**config.mk**
```make
export PLATFORM = sky130hd
export DESIGN_NAME = hsd_top
export DESIGN_NICKNAME = d
export VERILOG_FILES = /design/src/verilog/hsd_pkg.sv /design/src/verilog/hsd_drv_if.sv /design/src/verilog/hsd_chan.sv /design/src/verilog/hsd_top.sv
export SDC_FILE = /design/constraint.sdc
export NUM_CORES = 1
export LEC_CHECK = 0
export BUFFER_PORTS_ARGS = -buffer_cell sky130_fd_sc_hd__buf_2
export CAP_MARGIN = 10
export CORE_ASPECT_RATIO = 0.8
export CORE_MARGIN = 2
export CORE_UTILIZATION = 55
export CTS_BUF_LIST = sky130_fd_sc_hd__clkbuf_4
export CTS_CLUSTER_SIZE = 25
export DETAILED_ROUTE_END_ITERATION = 10
export PLACE_DENSITY_LB_ADDON = 0.2
export SKIP_LAST_GASP = 1
export SLEW_MARGIN = 20
export SYNTH_ARGS = -nofsm -noshare
export SYNTH_HDL_FRONTEND = slang
export SYNTH_SLANG_ARGS = --single-unit
```
**constraint.sdc**
```tcl
create_clock -name I_CLK -period 5.6 [get_ports I_CLK]
set_input_delay 0.56 -clock I_CLK [delete_from_list [all_inputs] [get_ports I_CLK]]
set_output_delay 0.56 -clock I_CLK [all_outputs]
set_load 0.01 [all_outputs]
```
**src/verilog/hsd_pkg.sv**
```systemverilog
// constants shared by the high-side driver control block
// Operation
// - enable bits 1-0 bias each driver
// - mask enable bits 5-4 suppress shutdown window
// - mask bit writable only while driver disabled
// - configuration register resets to zero
// - test register writable only in special mode
// - irq enable bit 7 gates flag request
// - over-current event sets its flag
// - set flag forces its driver off
// - cleared flag returns control to source
// - write one clears flag, zero no effect
// - masked window ignores detection entirely
// - interrupt raised only in run mode
// - stop mode leaves flags unchanged
// - command from register bit or timer
// - two drivers sharing one irq enable
// - data bit one turns driver on
// - stop clears data bits, drivers off
package hsd_pkg;
   localparam int          NUM_DRV      = 2;
   localparam int          ADDR_W       = 5;
   // register indices as printed; byte address is four times the index
   localparam logic [2:0]  IDX_DATA     = 3'h0;
   localparam logic [2:0]  IDX_CONFIG   = 3'h1;
   localparam logic [2:0]  IDX_TEST     = 3'h3;
   localparam logic [2:0]  IDX_IRQ_EN   = 3'h6;
   localparam logic [2:0]  IDX_FLAG     = 3'h7;
   localparam logic [2:0]  IDX_SOURCE   = 3'h4;
   // field positions
   localparam int          CFG_EN_LSB   = 0;
   localparam int          CFG_MASK_LSB = 4;
   localparam int          IRQ_EN_BIT   = 7;
   // reset values
   localparam logic [7:0]  RST_BYTE     = 8'h00;
   localparam logic [1:0]  RST_PAIR     = 2'h0;
   // axi responses
   localparam logic [1:0]  RESP_OKAY    = 2'h0;
   localparam logic [1:0]  RESP_SLVERR  = 2'h2;
   // mask window, time in ns and derived cycles at 200 MHz
   localparam int          CLK_PERIOD_NS  = 5;
   localparam int          MASK_WINDOW_NS = 1000;
   localparam int          MASK_CYCLES    =
      (MASK_WINDOW_NS + CLK_PERIOD_NS - 1) / CLK_PERIOD_NS;
endpackage : hsd_pkg

```
**src/verilog/hsd_drv_if.sv**
```systemverilog
// per-driver signal bundle between the top and the channel module
`timescale 1ns/1ps
interface hsd_drv_if;
   logic enable;
   logic mask_en;
   logic cmd_on;
   logic stop;
   logic oc_async;
   logic flag_clr;
   logic flag;
   logic gate;
   modport chan (input enable, mask_en, cmd_on, stop, oc_async, flag_clr,
                 output flag, gate);
   modport ctrl (output enable, mask_en, cmd_on, stop, oc_async, flag_clr,
                 input flag, gate);
endinterface : hsd_drv_if

```
**src/verilog/hsd_chan.sv**
```systemverilog
// one driver channel: sync, mask window, flag and gate
`timescale 1ns/1ps
module hsd_chan #(
   parameter int MASK_CNT = hsd_pkg::MASK_CYCLES
) (
   // clock and reset
   input  wire logic   i_clk,
   input  wire logic   i_nrst,
   // channel bundle
   hsd_drv_if.chan     drv
);
   import hsd_pkg::*;
   localparam int CW = $clog2(MASK_CNT + 1);
   localparam logic [CW-1:0] CNT_ZERO = '0;
   localparam logic [CW-1:0] CNT_LOAD = CW'(MASK_CNT);

   logic          sync1_ff;
   logic          sync2_ff;
   logic          on_prev_ff;
   logic [CW-1:0] mask_cnt_ff;
   logic          flag_ff;
   logic          gate_ff;
   logic          want_on;
   logic          oc_seen;
   logic          mask_start;

   always_ff @(posedge i_clk or negedge i_nrst) begin
      if (!i_nrst) begin
         sync1_ff <= 1'b0;
         sync2_ff <= 1'b0;
      end else begin
         sync1_ff <= drv.oc_async;
         sync2_ff <= sync1_ff;
      end
   end

   // command bit (data or alternate source) drives on, gated by enable and stop
   assign want_on = drv.cmd_on & drv.enable & ~drv.stop;

   assign mask_start = want_on & ~on_prev_ff & drv.mask_en;

   always_ff @(posedge i_clk or negedge i_nrst) begin
      if (!i_nrst) begin
         on_prev_ff  <= 1'b0;
         mask_cnt_ff <= CNT_ZERO;
      end else begin
         on_prev_ff <= want_on;
         if (mask_start)
            mask_cnt_ff <= CNT_LOAD;
         else if (!want_on)
            mask_cnt_ff <= CNT_ZERO;
         else if (mask_cnt_ff != CNT_ZERO)
            mask_cnt_ff <= mask_cnt_ff - 1'b1;
      end
   end

   // ignore during window; only judged while driving
   assign oc_seen = sync2_ff & want_on & drv.enable
                    & (mask_cnt_ff == CNT_ZERO) & ~mask_start;

   // set wins over clear, stop leaves flag alone
   always_ff @(posedge i_clk or negedge i_nrst) begin
      if (!i_nrst)
         flag_ff <= 1'b0;
      else if (oc_seen)
         flag_ff <= 1'b1;
      else if (drv.flag_clr)
         flag_ff <= 1'b0;
   end

   // flag forces off; release on clear
   always_ff @(posedge i_clk or negedge i_nrst) begin
      if (!i_nrst)
         gate_ff <= 1'b0;
      else
         gate_ff <= want_on & ~flag_ff & ~oc_seen;
   end

   assign drv.flag = flag_ff;
   assign drv.gate = gate_ff;
endmodule : hsd_chan

```
**src/verilog/hsd_top.sv**
```systemverilog
// high-side driver control: axi4-lite registers and two channels
//
// The implementer's own choice: the AXI4-Lite slave port.
`timescale 1ns/1ps
module hsd_top #(
   parameter int MASK_CNT = hsd_pkg::MASK_CYCLES
) (
   // clock and reset
   input  wire logic                       I_CLK,
   input  wire logic                       I_NRST,
   // axi4-lite write address and data
   input  wire logic                       I_AWVALID,
   output logic                            O_AWREADY,
   input  wire logic [hsd_pkg::ADDR_W-1:0] I_AWADDR,
   input  wire logic                       I_WVALID,
   output logic                            O_WREADY,
   input  wire logic [31:0]                I_WDATA,
   input  wire logic [3:0]                 I_WSTRB,
   // axi4-lite write response
   output logic                            O_BVALID,
   input  wire logic                       I_BREADY,
   output logic [1:0]                      O_BRESP,
   // axi4-lite read
   input  wire logic                       I_ARVALID,
   output logic                            O_ARREADY,
   input  wire logic [hsd_pkg::ADDR_W-1:0] I_ARADDR,
   output logic                            O_RVALID,
   input  wire logic                       I_RREADY,
   output logic [31:0]                     O_RDATA,
   output logic [1:0]                      O_RRESP,
   // system mode
   input  wire logic                       I_STOP,
   input  wire logic                       I_SPECIAL,
   // gate sources from timers or pwm
   input  wire logic [hsd_pkg::NUM_DRV-1:0] I_ALT_ON,
   // output stage
   input  wire logic [hsd_pkg::NUM_DRV-1:0] I_OC_DET,
   output logic [hsd_pkg::NUM_DRV-1:0]      O_DRV_BIAS,
   output logic [hsd_pkg::NUM_DRV-1:0]      O_DRV_ON,
   // interrupt request
   output logic                            O_IRQ
);
   import hsd_pkg::*;

   // registers
   logic [NUM_DRV-1:0] data_ff;
   logic [NUM_DRV-1:0] en_ff;
   logic [NUM_DRV-1:0] mask_ff;
   logic [NUM_DRV-1:0] src_alt_ff;
   logic [7:0]         test_ff;
   logic               irq_en_ff;
   logic [NUM_DRV-1:0] flag;
   logic [NUM_DRV-1:0] gate;
   logic [NUM_DRV-1:0] flag_clr;
   logic [NUM_DRV-1:0] bias_ff;
   logic [NUM_DRV-1:0] on_ff;
   logic               irq_ff;

   // bus slave state
   logic               awready_ff;
   logic               wready_ff;
   logic               arready_ff;
   logic [2:0]         aw_idx_ff;
   logic [7:0]         wdata_ff;
   logic               wstrb0_ff;
   logic               bvalid_ff;
   logic [1:0]         bresp_ff;
   logic               rvalid_ff;
   logic [31:0]        rdata_ff;
   logic [1:0]         rresp_ff;
   logic               wr_go;
   logic               wr_ok;
   logic               wr_en;
   logic [7:0]         rd_byte;
   logic               rd_ok;
   logic [2:0]         ar_idx;

   // write address capture; held until the write commits
   always_ff @(posedge I_CLK or negedge I_NRST) begin
      if (!I_NRST) begin
         awready_ff <= 1'b1;
         aw_idx_ff  <= IDX_DATA;
      end else if (I_AWVALID && awready_ff) begin
         awready_ff <= 1'b0;
         aw_idx_ff  <= I_AWADDR[4:2];
      end else if (wr_go) begin
         awready_ff <= 1'b1;
      end
   end

   // write data capture; only the low byte reaches a register
   always_ff @(posedge I_CLK or negedge I_NRST) begin
      if (!I_NRST) begin
         wready_ff <= 1'b1;
         wdata_ff  <= RST_BYTE;
         wstrb0_ff <= 1'b0;
      end else if (I_WVALID && wready_ff) begin
         wready_ff <= 1'b0;
         wdata_ff  <= I_WDATA[7:0];
         wstrb0_ff <= I_WSTRB[0];
      end else if (wr_go) begin
         wready_ff <= 1'b1;
      end
   end

   // readies are flops of their own, so the ports carry no gate
   assign O_AWREADY = awready_ff;
   assign O_WREADY  = wready_ff;

   // commit once both halves are held and no response pending
   assign wr_go = ~awready_ff & ~wready_ff & ~bvalid_ff;
   always_comb begin
      unique case (aw_idx_ff)
         IDX_DATA, IDX_CONFIG, IDX_TEST,
         IDX_IRQ_EN, IDX_FLAG, IDX_SOURCE: wr_ok = 1'b1;
         default:                          wr_ok = 1'b0;
      endcase
   end
   assign wr_en = wr_go & wr_ok & wstrb0_ff;

   // write response valid, held until the master takes it
   always_ff @(posedge I_CLK or negedge I_NRST) begin
      if (!I_NRST)
         bvalid_ff <= 1'b0;
      else if (wr_go)
         bvalid_ff <= 1'b1;
      else if (I_BREADY)
         bvalid_ff <= 1'b0;
   end

   // response code, decided at commit and held with bvalid
   always_ff @(posedge I_CLK or negedge I_NRST) begin
      if (!I_NRST)
         bresp_ff <= RESP_OKAY;
      else if (wr_go)
         bresp_ff <= wr_ok ? RESP_OKAY : RESP_SLVERR;
   end
   assign O_BVALID = bvalid_ff;
   assign O_BRESP  = bresp_ff;

   always_ff @(posedge I_CLK or negedge I_NRST) begin
      if (!I_NRST) begin
         en_ff <= RST_PAIR;
      end else if (wr_en && aw_idx_ff == IDX_CONFIG) begin
         en_ff <= wdata_ff[CFG_EN_LSB +: NUM_DRV];
      end
   end

   // mask bit held while its driver enabled
   // old enable decides, so enabling and masking at once keeps mask
   always_ff @(posedge I_CLK or negedge I_NRST) begin
      if (!I_NRST) begin
         mask_ff <= RST_PAIR;
      end else if (wr_en && aw_idx_ff == IDX_CONFIG) begin
         for (int i = 0; i < NUM_DRV; i++)
            if (!en_ff[i])
               mask_ff[i] <= wdata_ff[CFG_MASK_LSB + i];
      end
   end

   // stop clears data bits; enables kept for return
   // stop wins over a software write landing in the same cycle
   always_ff @(posedge I_CLK or negedge I_NRST) begin
      if (!I_NRST)
         data_ff <= RST_PAIR;
      else if (I_STOP)
         data_ff <= RST_PAIR;
      else if (wr_en && aw_idx_ff == IDX_DATA)
         data_ff <= wdata_ff[NUM_DRV-1:0];
   end

   // gate source select, stands in for the routing unit
   always_ff @(posedge I_CLK or negedge I_NRST) begin
      if (!I_NRST)
         src_alt_ff <= RST_PAIR;
      else if (wr_en && aw_idx_ff == IDX_SOURCE)
         src_alt_ff <= wdata_ff[NUM_DRV-1:0];
   end

   // test register only in special mode
   always_ff @(posedge I_CLK or negedge I_NRST) begin
      if (!I_NRST)
         test_ff <= RST_BYTE;
      else if (wr_en && aw_idx_ff == IDX_TEST && I_SPECIAL)
         test_ff <= wdata_ff;
   end

   // shared interrupt enable
   always_ff @(posedge I_CLK or negedge I_NRST) begin
      if (!I_NRST)
         irq_en_ff <= 1'b0;
      else if (wr_en && aw_idx_ff == IDX_IRQ_EN)
         irq_en_ff <= wdata_ff[IRQ_EN_BIT];
   end

   // flag clear pulses from a write of ones
   always_comb begin
      if (wr_en && aw_idx_ff == IDX_FLAG)
         flag_clr = wdata_ff[NUM_DRV-1:0];
      else
         flag_clr = RST_PAIR;
   end

   for (genvar g = 0; g < NUM_DRV; g++) begin : g_chan
      hsd_drv_if dif ();
      assign dif.cmd_on   = src_alt_ff[g] ? I_ALT_ON[g] : data_ff[g];
      assign dif.enable   = en_ff[g];
      assign dif.mask_en  = mask_ff[g];
      assign dif.stop     = I_STOP;
      assign dif.oc_async = I_OC_DET[g];
      assign dif.flag_clr = flag_clr[g];
      assign flag[g]      = dif.flag;
      assign gate[g]      = dif.gate;
      hsd_chan #(
         .MASK_CNT (MASK_CNT)
      ) u_chan (
         .i_clk  (I_CLK),
         .i_nrst (I_NRST),
         .drv    (dif)
      );
   end

   // bias drops in stop, restored from the kept enables after
   always_ff @(posedge I_CLK or negedge I_NRST) begin
      if (!I_NRST)
         bias_ff <= RST_PAIR;
      else
         bias_ff <= I_STOP ? RST_PAIR : en_ff;
   end

   // gate registered once more so the pin comes from a flop
   always_ff @(posedge I_CLK or negedge I_NRST) begin
      if (!I_NRST)
         on_ff <= RST_PAIR;
      else
         on_ff <= gate;
   end
   assign O_DRV_BIAS = bias_ff;
   assign O_DRV_ON   = on_ff;

   // enable gates flags; run mode only
   // registered, so the request trails the flag by one cycle
   always_ff @(posedge I_CLK or negedge I_NRST) begin
      if (!I_NRST)
         irq_ff <= 1'b0;
      else
         irq_ff <= irq_en_ff & (|flag) & ~I_STOP;
   end
   assign O_IRQ = irq_ff;

   // read mux, decoded straight from the address; no wait state
   assign ar_idx = I_ARADDR[4:2];
   always_comb begin
      rd_ok   = 1'b1;
      rd_byte = RST_BYTE;
      unique case (ar_idx)
         IDX_DATA:   rd_byte[NUM_DRV-1:0] = data_ff;
         IDX_CONFIG: begin
            rd_byte[CFG_EN_LSB +: NUM_DRV]   = en_ff;
            rd_byte[CFG_MASK_LSB +: NUM_DRV] = mask_ff;
         end
         IDX_TEST:   rd_byte = test_ff;
         IDX_SOURCE: rd_byte[NUM_DRV-1:0] = src_alt_ff;
         IDX_IRQ_EN: rd_byte[IRQ_EN_BIT] = irq_en_ff;
         IDX_FLAG:   rd_byte[NUM_DRV-1:0] = flag;
         default:    rd_ok = 1'b0;
      endcase
   end

   // read handshake, one cycle from address to data; arready is
   // its own flop and always the inverse of rvalid
   always_ff @(posedge I_CLK or negedge I_NRST) begin
      if (!I_NRST) begin
         rvalid_ff  <= 1'b0;
         arready_ff <= 1'b1;
      end else if (I_ARVALID && arready_ff) begin
         rvalid_ff  <= 1'b1;
         arready_ff <= 1'b0;
      end else if (I_RREADY) begin
         rvalid_ff  <= 1'b0;
         arready_ff <= 1'b1;
      end
   end

   // read payload, latched with the address and held until taken
   always_ff @(posedge I_CLK or negedge I_NRST) begin
      if (!I_NRST) begin
         rdata_ff <= 32'h0000_0000;
         rresp_ff <= RESP_OKAY;
      end else if (I_ARVALID && arready_ff) begin
         rdata_ff <= {24'h00_0000, rd_byte};
         rresp_ff <= rd_ok ? RESP_OKAY : RESP_SLVERR;
      end
   end
   assign O_ARREADY = arready_ff;
   assign O_RVALID  = rvalid_ff;
   assign O_RDATA   = rdata_ff;
   assign O_RRESP   = rresp_ff;
endmodule : hsd_top
```
==> impl_metrics.ini, run 1 <==
[global_routing]
grt_usage_pct = 19.5
antenna_found_initial = 0
grt_pass1_wl_um = 10800
grt_pass1_vias = 2264
grt_overflow = 0
grt_max_degree = 76

[critical_path]
crit_path_top_delay_cell = nor4b_1
crit_buf_inv = 1
crit_chain = inv_1, ha_1, nor4b_1, a21boi_0, a211oi_1
critPathKind = register to register
r2r_start = g_chan[1].u_chan.mask_cnt_ff[0]
cp-startpoint = g_chan[1].u_chan.mask_cnt_ff[0]
max_stage_delay_ns = 0.85
end_kind = register
worstPathMaxFanout = 6
crit_path_start_kind = register
required_ns = 5.95
critical-path-top-delay-family = simple AND/OR/NAND/NOR gates
arrival_ns = 2.46

[timing]
skew_ns = 0.0174
relSlewSlack_pct = 29.8
worst_slack_ns = 3.49
maxSlewViolCount = 0
worst_pin_slew_ns = 1.04
setup_viol = 0
finalCriticalPeriod_ns = 2.11
fin_crit_sh_pct = 37.7
hold_viol_final = 0
setup_tns_ns = 0
fmax_mhz = 474
holdWs_ns = 0.219
rsz0062_at_grt = false

[pwr]
switchingPower_w = 0.000475
power_density_nw_per_um2 = 368
p_clk_share_pct = 22.3
peakVddDrop_mv = 0.300
intPower_w = 0.000969
sequentialPowerShare_pct = 55.2
p_leak_nw = 1.86
comb_power_share_pct = 22.5
sw_frac_of_total_pct = 32.9

[layout]
num_antenna_cells = 0
final_layout_size_suffix_gt1_share_pct = 27.6
nets = 431
area_growth_pct = 9.46
layout_commonest_cell = dfrtp_1
final_cell_mix = dfrtp_1 (72), buf_2 (47), mux2_2 (29)

[floorplanning]
io_pins = 105
die_h_um = 76.2
coreArea_um2 = 6340
die_w_um = 94.3
row_count = 26
dieArea_um2 = 7180
start_util_pct = 56.5

[outcome]
status = finished, final reports clean

[clocking]
cts_max_level = 3
tritoncts = done
cts_buffer_depth = 2
hold_buffers = 0
cts-root-buf = clkbuf_4
clock_latency_ns = 0.43
cts_buffers = 9
ctsResizeCount = 0
path_clk_slew_ns = 0.13
post-cts-setup-buffers = 0
numClockSinks = 75

[logic_synthesis]
yosysTopAreaCellShare_pct = 50.3
synth.area.top_cells = dfrtp_1 (50%), mux2_2 (9.1%), buf_4 (5.4%), mux2i_1 (2.5%), o21ai_0 (2.2%)
synthMuxAreaShare_pct = 11.6
synth_top_family_by_area = simple AND/OR/NAND/NOR gates
synth_fa_ha_area_share_pct = 1.40
yosys_warnings = 0
seq_area_frac_synth_pct = 52.5
synth-xor-area-share_pct = 0.244
yosys.cell_types.count = 48
synthFlopType = dfrtp_1
synth-seq-cells = 75
synth_compound_area_share_pct = 10.1
synthArstFlopShare_pct = 100
synth_area_um2 = 3580
yosysTopAreaCell = dfrtp_1
synth_edf_count = 0
syn_inst = 321
syn_area_per_cell_um2 = 11.2
yosys.area_share.simple_pct = 16.2

[routing]
drc = 0
drt_pass1_iterations = 4
drtIter0Drc = 199
drt-wirelength-per-cell_um = 14.5
wirelength_um = 6640
via_per_inst = 5.43
vias = 2481
ant_nets = 0

[placed_design]
gp_congestion = 0.834
hpwl_um = 4720
pre_cts_slack_ns = 3.55
io_buffers = 47

[min_path]
hold_start = I_OC_DET[1]
worst_hold_path_type = input port to register

[job]
cap_violations = 0
-- layout make-up --
type	instances	area, um^2
Fill cell	519	2420
Sequential cell	75	1880
Multi-Input combinational cell	222	1510
Timing Repair Buffer	48	243
Tap cell	84	105
Clock inverter	7	68.8
Clock buffer	9	67.6
Inverter	12	45.0
-- kinds of logic after synthesis --
logic type | count (synthesis)
AOI/OAI and AO/OA | 55
buffers and inverters | 49
and+or+nand+nor | 98
adders and majority gates | 4
muxes | 38
DFF | 75
other | 1
xor gates and xnor gates | 1
-- Yosys cell counts, types with 2 or more instances --
library cell and number:
nor3b_1 4, mux2_2 29, nand3_1 7, a22o_1 3
a21boi_0 2, ha_1 4, o211ai_1 3, nor2b_1 7
nand4b_1 4, nand2_1 20, o31ai_1 2, nor3_1 7
nor2_1 8, and2_1 3, a211oi_1 3, a21oi_1 9
or3_1 2, a31oi_1 7, a311oi_1 2, nand4_1 4
or4_1 8, or2_2 2, mux2i_1 9, inv_1 12
nor4b_1 2, dfrtp_1 72, a211o_1 2, buf_4 26
nor4_1 4, o221a_2 2, clkbuf_1 8, dfstp_2 3
o2bb2ai_1 2, o21ai_0 16, nand2b_1 10
-- final timing paths --
| kind | slack, ns | depth (start not counted) | end |
|---|---|---|---|
| max in group asynchronous | 4.65 | 2 | test_ff[3] |
| setup reg to reg | 3.49 | 5 | g_chan[1].u_chan.mask_cnt_ff[1] |
| hold / removal | 0.22 | 1 | g_chan[1].u_chan.sync1_ff |
| hold reg to reg | 0.36 | 0 | O_DRV_ON[0] |
| min in group asynchronous | 0.31 | 2 | O_IRQ |
| setup / recovery | 3.49 | 5 | g_chan[1].u_chan.mask_cnt_ff[1] |
-- worst reg2reg max path, delay by kind of cell, from the launching register on --
kind	cells	cell delay [ns]
DFF	1	0.44
adders and majority gates	1	0.20
buffers and inverters	1	0.12
AOI/OAI and AO/OA	2	0.42
and+or+nand+nor	1	0.85
-- metal layers --
layer,GRT usage (%),wire [um]
met1,29.0,3310
met2,26.9,2880
met3,5.93,367
met4,6.96,79
met5,0,0
-- metrics by stage --
| stage | utilization, % | cell area [um^2] | total power (W) | instances |
|---|---|---|---|---|
| global route | 61.9 | 3920 | 0.00153 | 457 |
| global placement | 59.7 | 3790 | 0.00112 | 441 |
| detailed placement | 59.7 | 3790 | 0.00114 | 441 |
| CTS | 61.9 | 3920 | 0.00146 | 457 |
| finish | 61.9 | 3920 | 0.00144 | 457 |
| floorplan | - | 3680 | 0.00103 | 346 |
-- sequential cells by signal, indices dropped and copies added (netlist names), 2 cells and up --
name	count
g_chan.u_chan.mask_cnt_ff	16
O_RDATA	8
test_ff	8
wdata_ff	8
aw_idx_ff	3
O_DRV_BIAS	2
O_DRV_ON	2
data_ff	2
en_ff	2
g_chan.u_chan.drv.flag	2
g_chan.u_chan.drv.gate	2
g_chan.u_chan.on_prev_ff	2
g_chan.u_chan.sync1_ff	2
g_chan.u_chan.sync2_ff	2
mask_ff	2
src_alt_ff	2
-- power groups by stage --
stage / registers (W) / clock network, W / logic, W
4_1_cts: 0.000795 / 0.000332 / 0.000330
2_1_floorplan: 0.000757 / 0 / 0.000273
5_1_grt: 0.000816 / 0.000354 / 0.000363
6_report: 0.000796 / 0.000322 / 0.000325
3_3_place_gp: 0.000800 / 0 / 0.000318
3_5_place_dp: 0.000807 / 0 / 0.000329
Power figures use the tool's default switching activity.
==> run 2, diff against run 1 <==
--- a/config.mk
+++ b/config.mk
@@ -9,7 +9,7 @@
 export CAP_MARGIN = 10
 export CORE_ASPECT_RATIO = 0.8
 export CORE_MARGIN = 2
-export CORE_UTILIZATION = 55
+export CORE_UTILIZATION = 48
 export CTS_BUF_LIST = sky130_fd_sc_hd__clkbuf_4
 export CTS_CLUSTER_SIZE = 25
 export DETAILED_ROUTE_END_ITERATION = 10
==> constraint.sdc (replaced) <==
create_clock -name I_CLK -period 1.8 [get_ports I_CLK]
set_input_delay 0.18 -clock I_CLK [delete_from_list [all_inputs] [get_ports I_CLK]]
set_output_delay 0.18 -clock I_CLK [all_outputs]
set_load 0.01 [all_outputs]
==> run 2 against run 1 <==
Fmax grew 22%. Register-to-register slack lost 3.4 ns. Cell count grew 11%. Sequential power grew to 3.1 times the previous value. Cell area grew 12%. Die area grew 14%. Sequential cell count is the same. Clock power grew to 3.2 times the previous value. Sequential share of layout area shrank 5.0 points. Critical path type unchanged. Critical endpoint is now test_ff[0]. Largest power group unchanged.
==> impl_metrics.ini, run 2 (same netlist as run 1, synthesis figures left out) <==
[outcome]
status = finished, final reports clean

[global_routing]
grt_overflow = 0
grt_usage_pct = 19.2
grt_pass1_vias = 2503
grt_pass1_wl_um = 12100
grt_max_degree = 33
antenna_found_initial = 0

[timing]
skew_ns = 0.0151
fin_crit_sh_pct = 96.0
relSlewSlack_pct = 65.1
setup_viol = 0
rsz0062_at_grt = true
worst_pin_slew_ns = 0.520
fmax_mhz = 579
finalCriticalPeriod_ns = 1.73
hold_viol_final = 0
maxSlewViolCount = 0

[pwr]
sw_frac_of_total_pct = 32.4
p_clk_share_pct = 21.6
peakVddDrop_mv = 0.803
p_total_w = 0.00473
switchingPower_w = 0.00154
p_leak_nw = 2.09
comb_power_share_pct = 26.9
power_density_nw_per_um2 = 1080
intPower_w = 0.00320
sequentialPowerShare_pct = 51.6

[layout]
final_cells = 507
largest_reg_flops = 16
area_growth_pct = 22.3
num_antenna_cells = 0
top_register = g_chan.u_chan.mask_cnt_ff
nets = 475
final_layout_size_suffix_gt1_share_pct = 31.4
final_cell_mix = dfrtp_1 (72), buf_2 (46), mux2_2 (28)
layout_commonest_cell = dfrtp_1

[routing]
drc = 0
drt-wirelength-per-cell_um = 14.1
drtIter0Drc = 72
ant_nets = 0
via_per_inst = 5.23
drt_pass1_iterations = 4
vias = 2653
wirelength_um = 7170

[clocking]
clock_latency_ns = 0.42
cts-root-buf = clkbuf_4
tritoncts = done
cts_buffers = 9
cts_max_level = 3
path_clk_slew_ns = 0.13
cts_buffer_depth = 2
numClockSinks = 75

[floorplanning]
die_w_um = 101
coreArea_um2 = 7320
start_util_pct = 49.0
die_h_um = 81.3
row_count = 28
dieArea_um2 = 8180
io_pins = 105

[critical_path]
max_stage_delay_ns = 0.59
critical-path-top-delay-family = simple AND/OR/NAND/NOR gates
crit_path_start_kind = register
worstPathMaxFanout = 8
crit_chain = or4b_4, nor3_4, buf_12, mux2_2
arrival_ns = 2.04
crit_buf_inv = 1
crit_path_top_delay_cell = or4b_4
end_kind = register
critPathKind = register to register
required_ns = 2.11

[placed_design]
hpwl_um = 5190
gp_congestion = 0.847
io_buffers = 47
dp.cells = 469

[job]
cap_violations = 0

[min_path]
worst_hold_path_type = input port to register
==> run 2: changes by cell type in the layout (fill, tap and decap cells not counted), moves of 2 or more <==
cell | previous run | this run
clkinv_2 | 3 | 1
buf_12 | 0 | 2
buf_4 | 1 | 23
nor4_1 | 4 | 2
dlygate4sd3_1 | 0 | 21
nor4_2 | 0 | 2
clkbuf_4 | 9 | 11
==> run 2: path summary, 6_finish.rpt <==
kind                                           start                               to  slack [ns]  cells past startpoint
setup / recovery                            O_WREADY                       test_ff[0]        0.07                      4
hold / removal                              I_RREADY                         O_RVALID        0.04                      3
setup reg to reg                            O_WREADY                       test_ff[0]        0.07                      4
hold reg to reg            g_chan[0].u_chan.drv.gate                      O_DRV_ON[0]        0.36                      0
max in group asynchronous                     I_NRST  g_chan[0].u_chan.mask_cnt_ff[7]        1.04                      3
min in group asynchronous                     I_NRST                        wstrb0_ff        0.24                      2
==> run 2: area by class of cell <==
type                            instances  area, um^2
Clock buffer                           11        82.6
Clock inverter                          5        55.1
Fill cell                             620        2940
Inverter                               12        45.0
Multi-Input combinational cell        222        1550
Sequential cell                        75        1880
Tap cell                               90         113
Timing Repair Buffer                   92         653
==> run 2: worst min-delay path: stages <==
cell and delay, ns:
buf_2 0.09, inv_1 0.06, a21o_1 0.10
==> run 2: per-stage QoR <==
step	utilization [%]	hold WS, ns	setup slack [ns]	area [um^2]	TNS (ns)
3_5_place_dp	54.5	0.147	-0.0389	3990	-0.0930
5_1_grt	59.9	0.00903	-0.0837	4380	-0.126
4_1_cts	59.5	0.0183	0.0441	4360	0
3_3_place_gp	54.5	0.145	-0.0303	3990	-0.0580
2_1_floorplan	-	-0.116	0.0135	3680	0
6_report	59.9	0.0371	0.0723	4380	0
==> run 2: repair_timing <==
item	in CTS	in global routing
gates resized for setup	3	5
hold buffers	21	0
pin swaps	1	1
hold endpoints to repair	48	0
buffers inserted	1	0
setup endpoints to repair	13	7
==> run 2: per-layer routing <==
layer | GRT usage [%] | routed length [um]
met1 | 28.0 | 3700
met2 | 28.5 | 3090
met3 | 5.25 | 303
met4 | 4.93 | 71
met5 | 0 | 0
==> run 2: power by group through the flow <==
stage | Combinational [W] | Sequential [W] | Clock [W]
floorplan | 0.000848 | 0.00235 | 0
global placement | 0.00117 | 0.00245 | 0
detailed placement | 0.00121 | 0.00246 | 0
CTS | 0.00127 | 0.00243 | 0.00105
global route | 0.00141 | 0.00250 | 0.00113
finish | 0.00127 | 0.00244 | 0.00102
==> run 3, diff against run 2 <==
--- a/config.mk
+++ b/config.mk
@@ -9,8 +9,7 @@
 export CAP_MARGIN = 10
 export CORE_ASPECT_RATIO = 0.8
 export CORE_MARGIN = 2
-export CORE_UTILIZATION = 48
-export CTS_BUF_LIST = sky130_fd_sc_hd__clkbuf_4
+export CORE_UTILIZATION = 47
 export CTS_CLUSTER_SIZE = 25
 export DETAILED_ROUTE_END_ITERATION = 10
 export PLACE_DENSITY_LB_ADDON = 0.2
==> run 3 against run 2 <==
Largest power group unchanged. Sequential cell count unchanged. Sequential power about the same. Critical endpoint unchanged. Utilization is 1.2 points lower. Register-to-register slack is essentially flat. Worst hold slack improved by 0.015 ns. Die area rose by 2.0%. Clock-buffer cell count fell by 1. Clock skew decreased by 0.0012 ns.
==> impl_metrics.ini, run 3 (same netlist as run 1, synthesis figures left out) <==
[outcome]
status = finished, final reports clean

[timing]
skew_ns = 0.0138
maxSlewViolCount = 0
relSlewSlack_pct = 65.3
fin_crit_sh_pct = 96.1
fmax_mhz = 578
holdWs_ns = 0.0520
setup_viol = 0
finalCriticalPeriod_ns = 1.73
hold_viol_final = 0
worst_pin_slew_ns = 0.517

[routing]
vias = 2549
drt-wirelength-per-cell_um = 13.9
via_per_inst = 5.03
drtIter0Drc = 62
ant_nets = 0
drc = 0
drt_pass1_iterations = 4
wirelength_um = 7030

[floorplanning]
die_w_um = 102
row_count = 28
io_pins = 105
dieArea_um2 = 8350
start_util_pct = 48.5
die_h_um = 82.1
coreArea_um2 = 7390

[placed_design]
io_buffers = 47
hpwl_um = 5070
gp_congestion = 0.837
dpl_cell_area_um2 = 4010

[layout]
final_layout_size_suffix_gt1_share_pct = 33.1
final_cell_mix = dfrtp_1 (72), buf_2 (46), mux2_2 (29)
nets = 460
num_antenna_cells = 0
area_growth_pct = 21.0
final_design_area_no_fill_um2 = 4340
top_register = g_chan.u_chan.mask_cnt_ff
largest_reg_flops = 16
layout_commonest_cell = dfrtp_1

[clocking]
cts_max_level = 3
clock_latency_ns = 0.35
cts-root-buf = clkbuf_8
cts_buffer_depth = 2
path_clk_slew_ns = 0.07
post-cts-setup-buffers = 0
tritoncts = done
numClockSinks = 75
cts_buffers = 9

[critical_path]
max_stage_delay_ns = 0.59
critPathKind = register to register
end_kind = register
worstPathMaxFanout = 8
arrival_ns = 1.96
crit_path_start_kind = register
crit_chain = or4b_4, nor3_4, buf_12, mux2_2
crit_path_top_delay_cell = or4b_4
required_ns = 2.03

[global_routing]
gr-usage-met3_pct = 5.39
grt_overflow = 0
grt_pass1_wl_um = 11600
grt_max_degree = 39
grt_pass1_vias = 2397
grt-busiest-layer = met1
use_met2_pct = 25.7
antenna_found_initial = 0
met1_usage_pct = 26.8
grt_usage_pct = 18.3

[pwr]
power_density_nw_per_um2 = 1160
peakVddDrop_mv = 0.893
p_leak_nw = 2.06

[job]
cap_violations = 0

[min_path]
worst_hold_path_type = input port to register
-- run 3: cell count changes in the layout (fill, tap and decap cells not counted), moves of 3 or more --
cell	before	now
clkbuf_8	0	9
clkinv_2	1	4
dlygate4sd3_1	21	7
clkbuf_4	11	0
-- run 3: area by class of cell --
| class | instances | area (um^2) |
|---|---|---|
| Timing Repair Buffer | 77 | 505 |
| Fill cell | 625 | 3060 |
| Sequential cell | 75 | 1880 |
| Multi-Input combinational cell | 222 | 1570 |
| Clock inverter | 6 | 80.1 |
| Inverter | 12 | 45.0 |
| Tap cell | 105 | 131 |
| Clock buffer | 10 | 128 |
-- run 3: critical path: cells and delay by family, from the launching register on --
family / cells / cell delay [ns]
flops: 1 / 0.37
buf+inv: 1 / 0.15
mux: 1 / 0.33
simple gates: 2 / 0.77
-- run 3: timing repair --
| item | CTS | global route |
|---|---|---|
| gates cloned | 0 | 0 |
| endpoints found under the setup margin | 12 | 8 |
| hold endpoints to repair | 40 | 0 |
| hold buffers | 7 | 0 |
| gates resized for setup | 2 | 9 |
| pin swaps | 0 | 1 |
-- run 3: final timing paths --
check                                            end  slack (ns)  cells past startpoint                      start
max                                       test_ff[0]        0.07                      4                   O_WREADY
min                                        O_ARREADY        0.05                      3                   I_RREADY
max reg2reg                               test_ff[0]        0.07                      4                   O_WREADY
min reg2reg                g_chan[0].u_chan.sync2_ff        0.35                      0  g_chan[0].u_chan.sync1_ff
max in group asynchronous                  O_ARREADY        0.88                      3                     I_NRST
min in group asynchronous                wdata_ff[0]        0.33                      2                     I_NRST
-- run 3: stage by stage --
stage / setup WS (ns) / instances / power (W) / TNS [ns] / util (%)
final: 0.0700 / 507 / 0.00503 / 0 / 58.7
after global routing: -0.00839 / 507 / 0.00532 / -0.0148 / 58.7
after CTS: 0.0429 / 507 / 0.00504 / 0 / 58.1
after detailed placement: -0.0507 / 484 / 0.00364 / -0.137 / 54.2
after global placement: -0.0185 / 484 / 0.00360 / -0.0363 / 54.2
after floorplan: 0.0135 / 346 / 0.00320 / 0 / -
-- run 3: layer usage --
| layer | vias to the layer above | share of wire (%) |
|---|---|---|
| met5 | - | 0 |
| met4 | 0 | 1.4 |
| met3 | 11 | 4.5 |
| met2 | 60 | 43 |
| met1 | 1225 | 51 |
| li1 | 1253 | - |
-- run 3: power breakdown --
| part | switching, W | internal (W) |
|---|---|---|
| logic | 0.000570 | 0.000634 |
| clock network | 0.000601 | 0.000771 |
| registers | 0.000375 | 0.00208 |
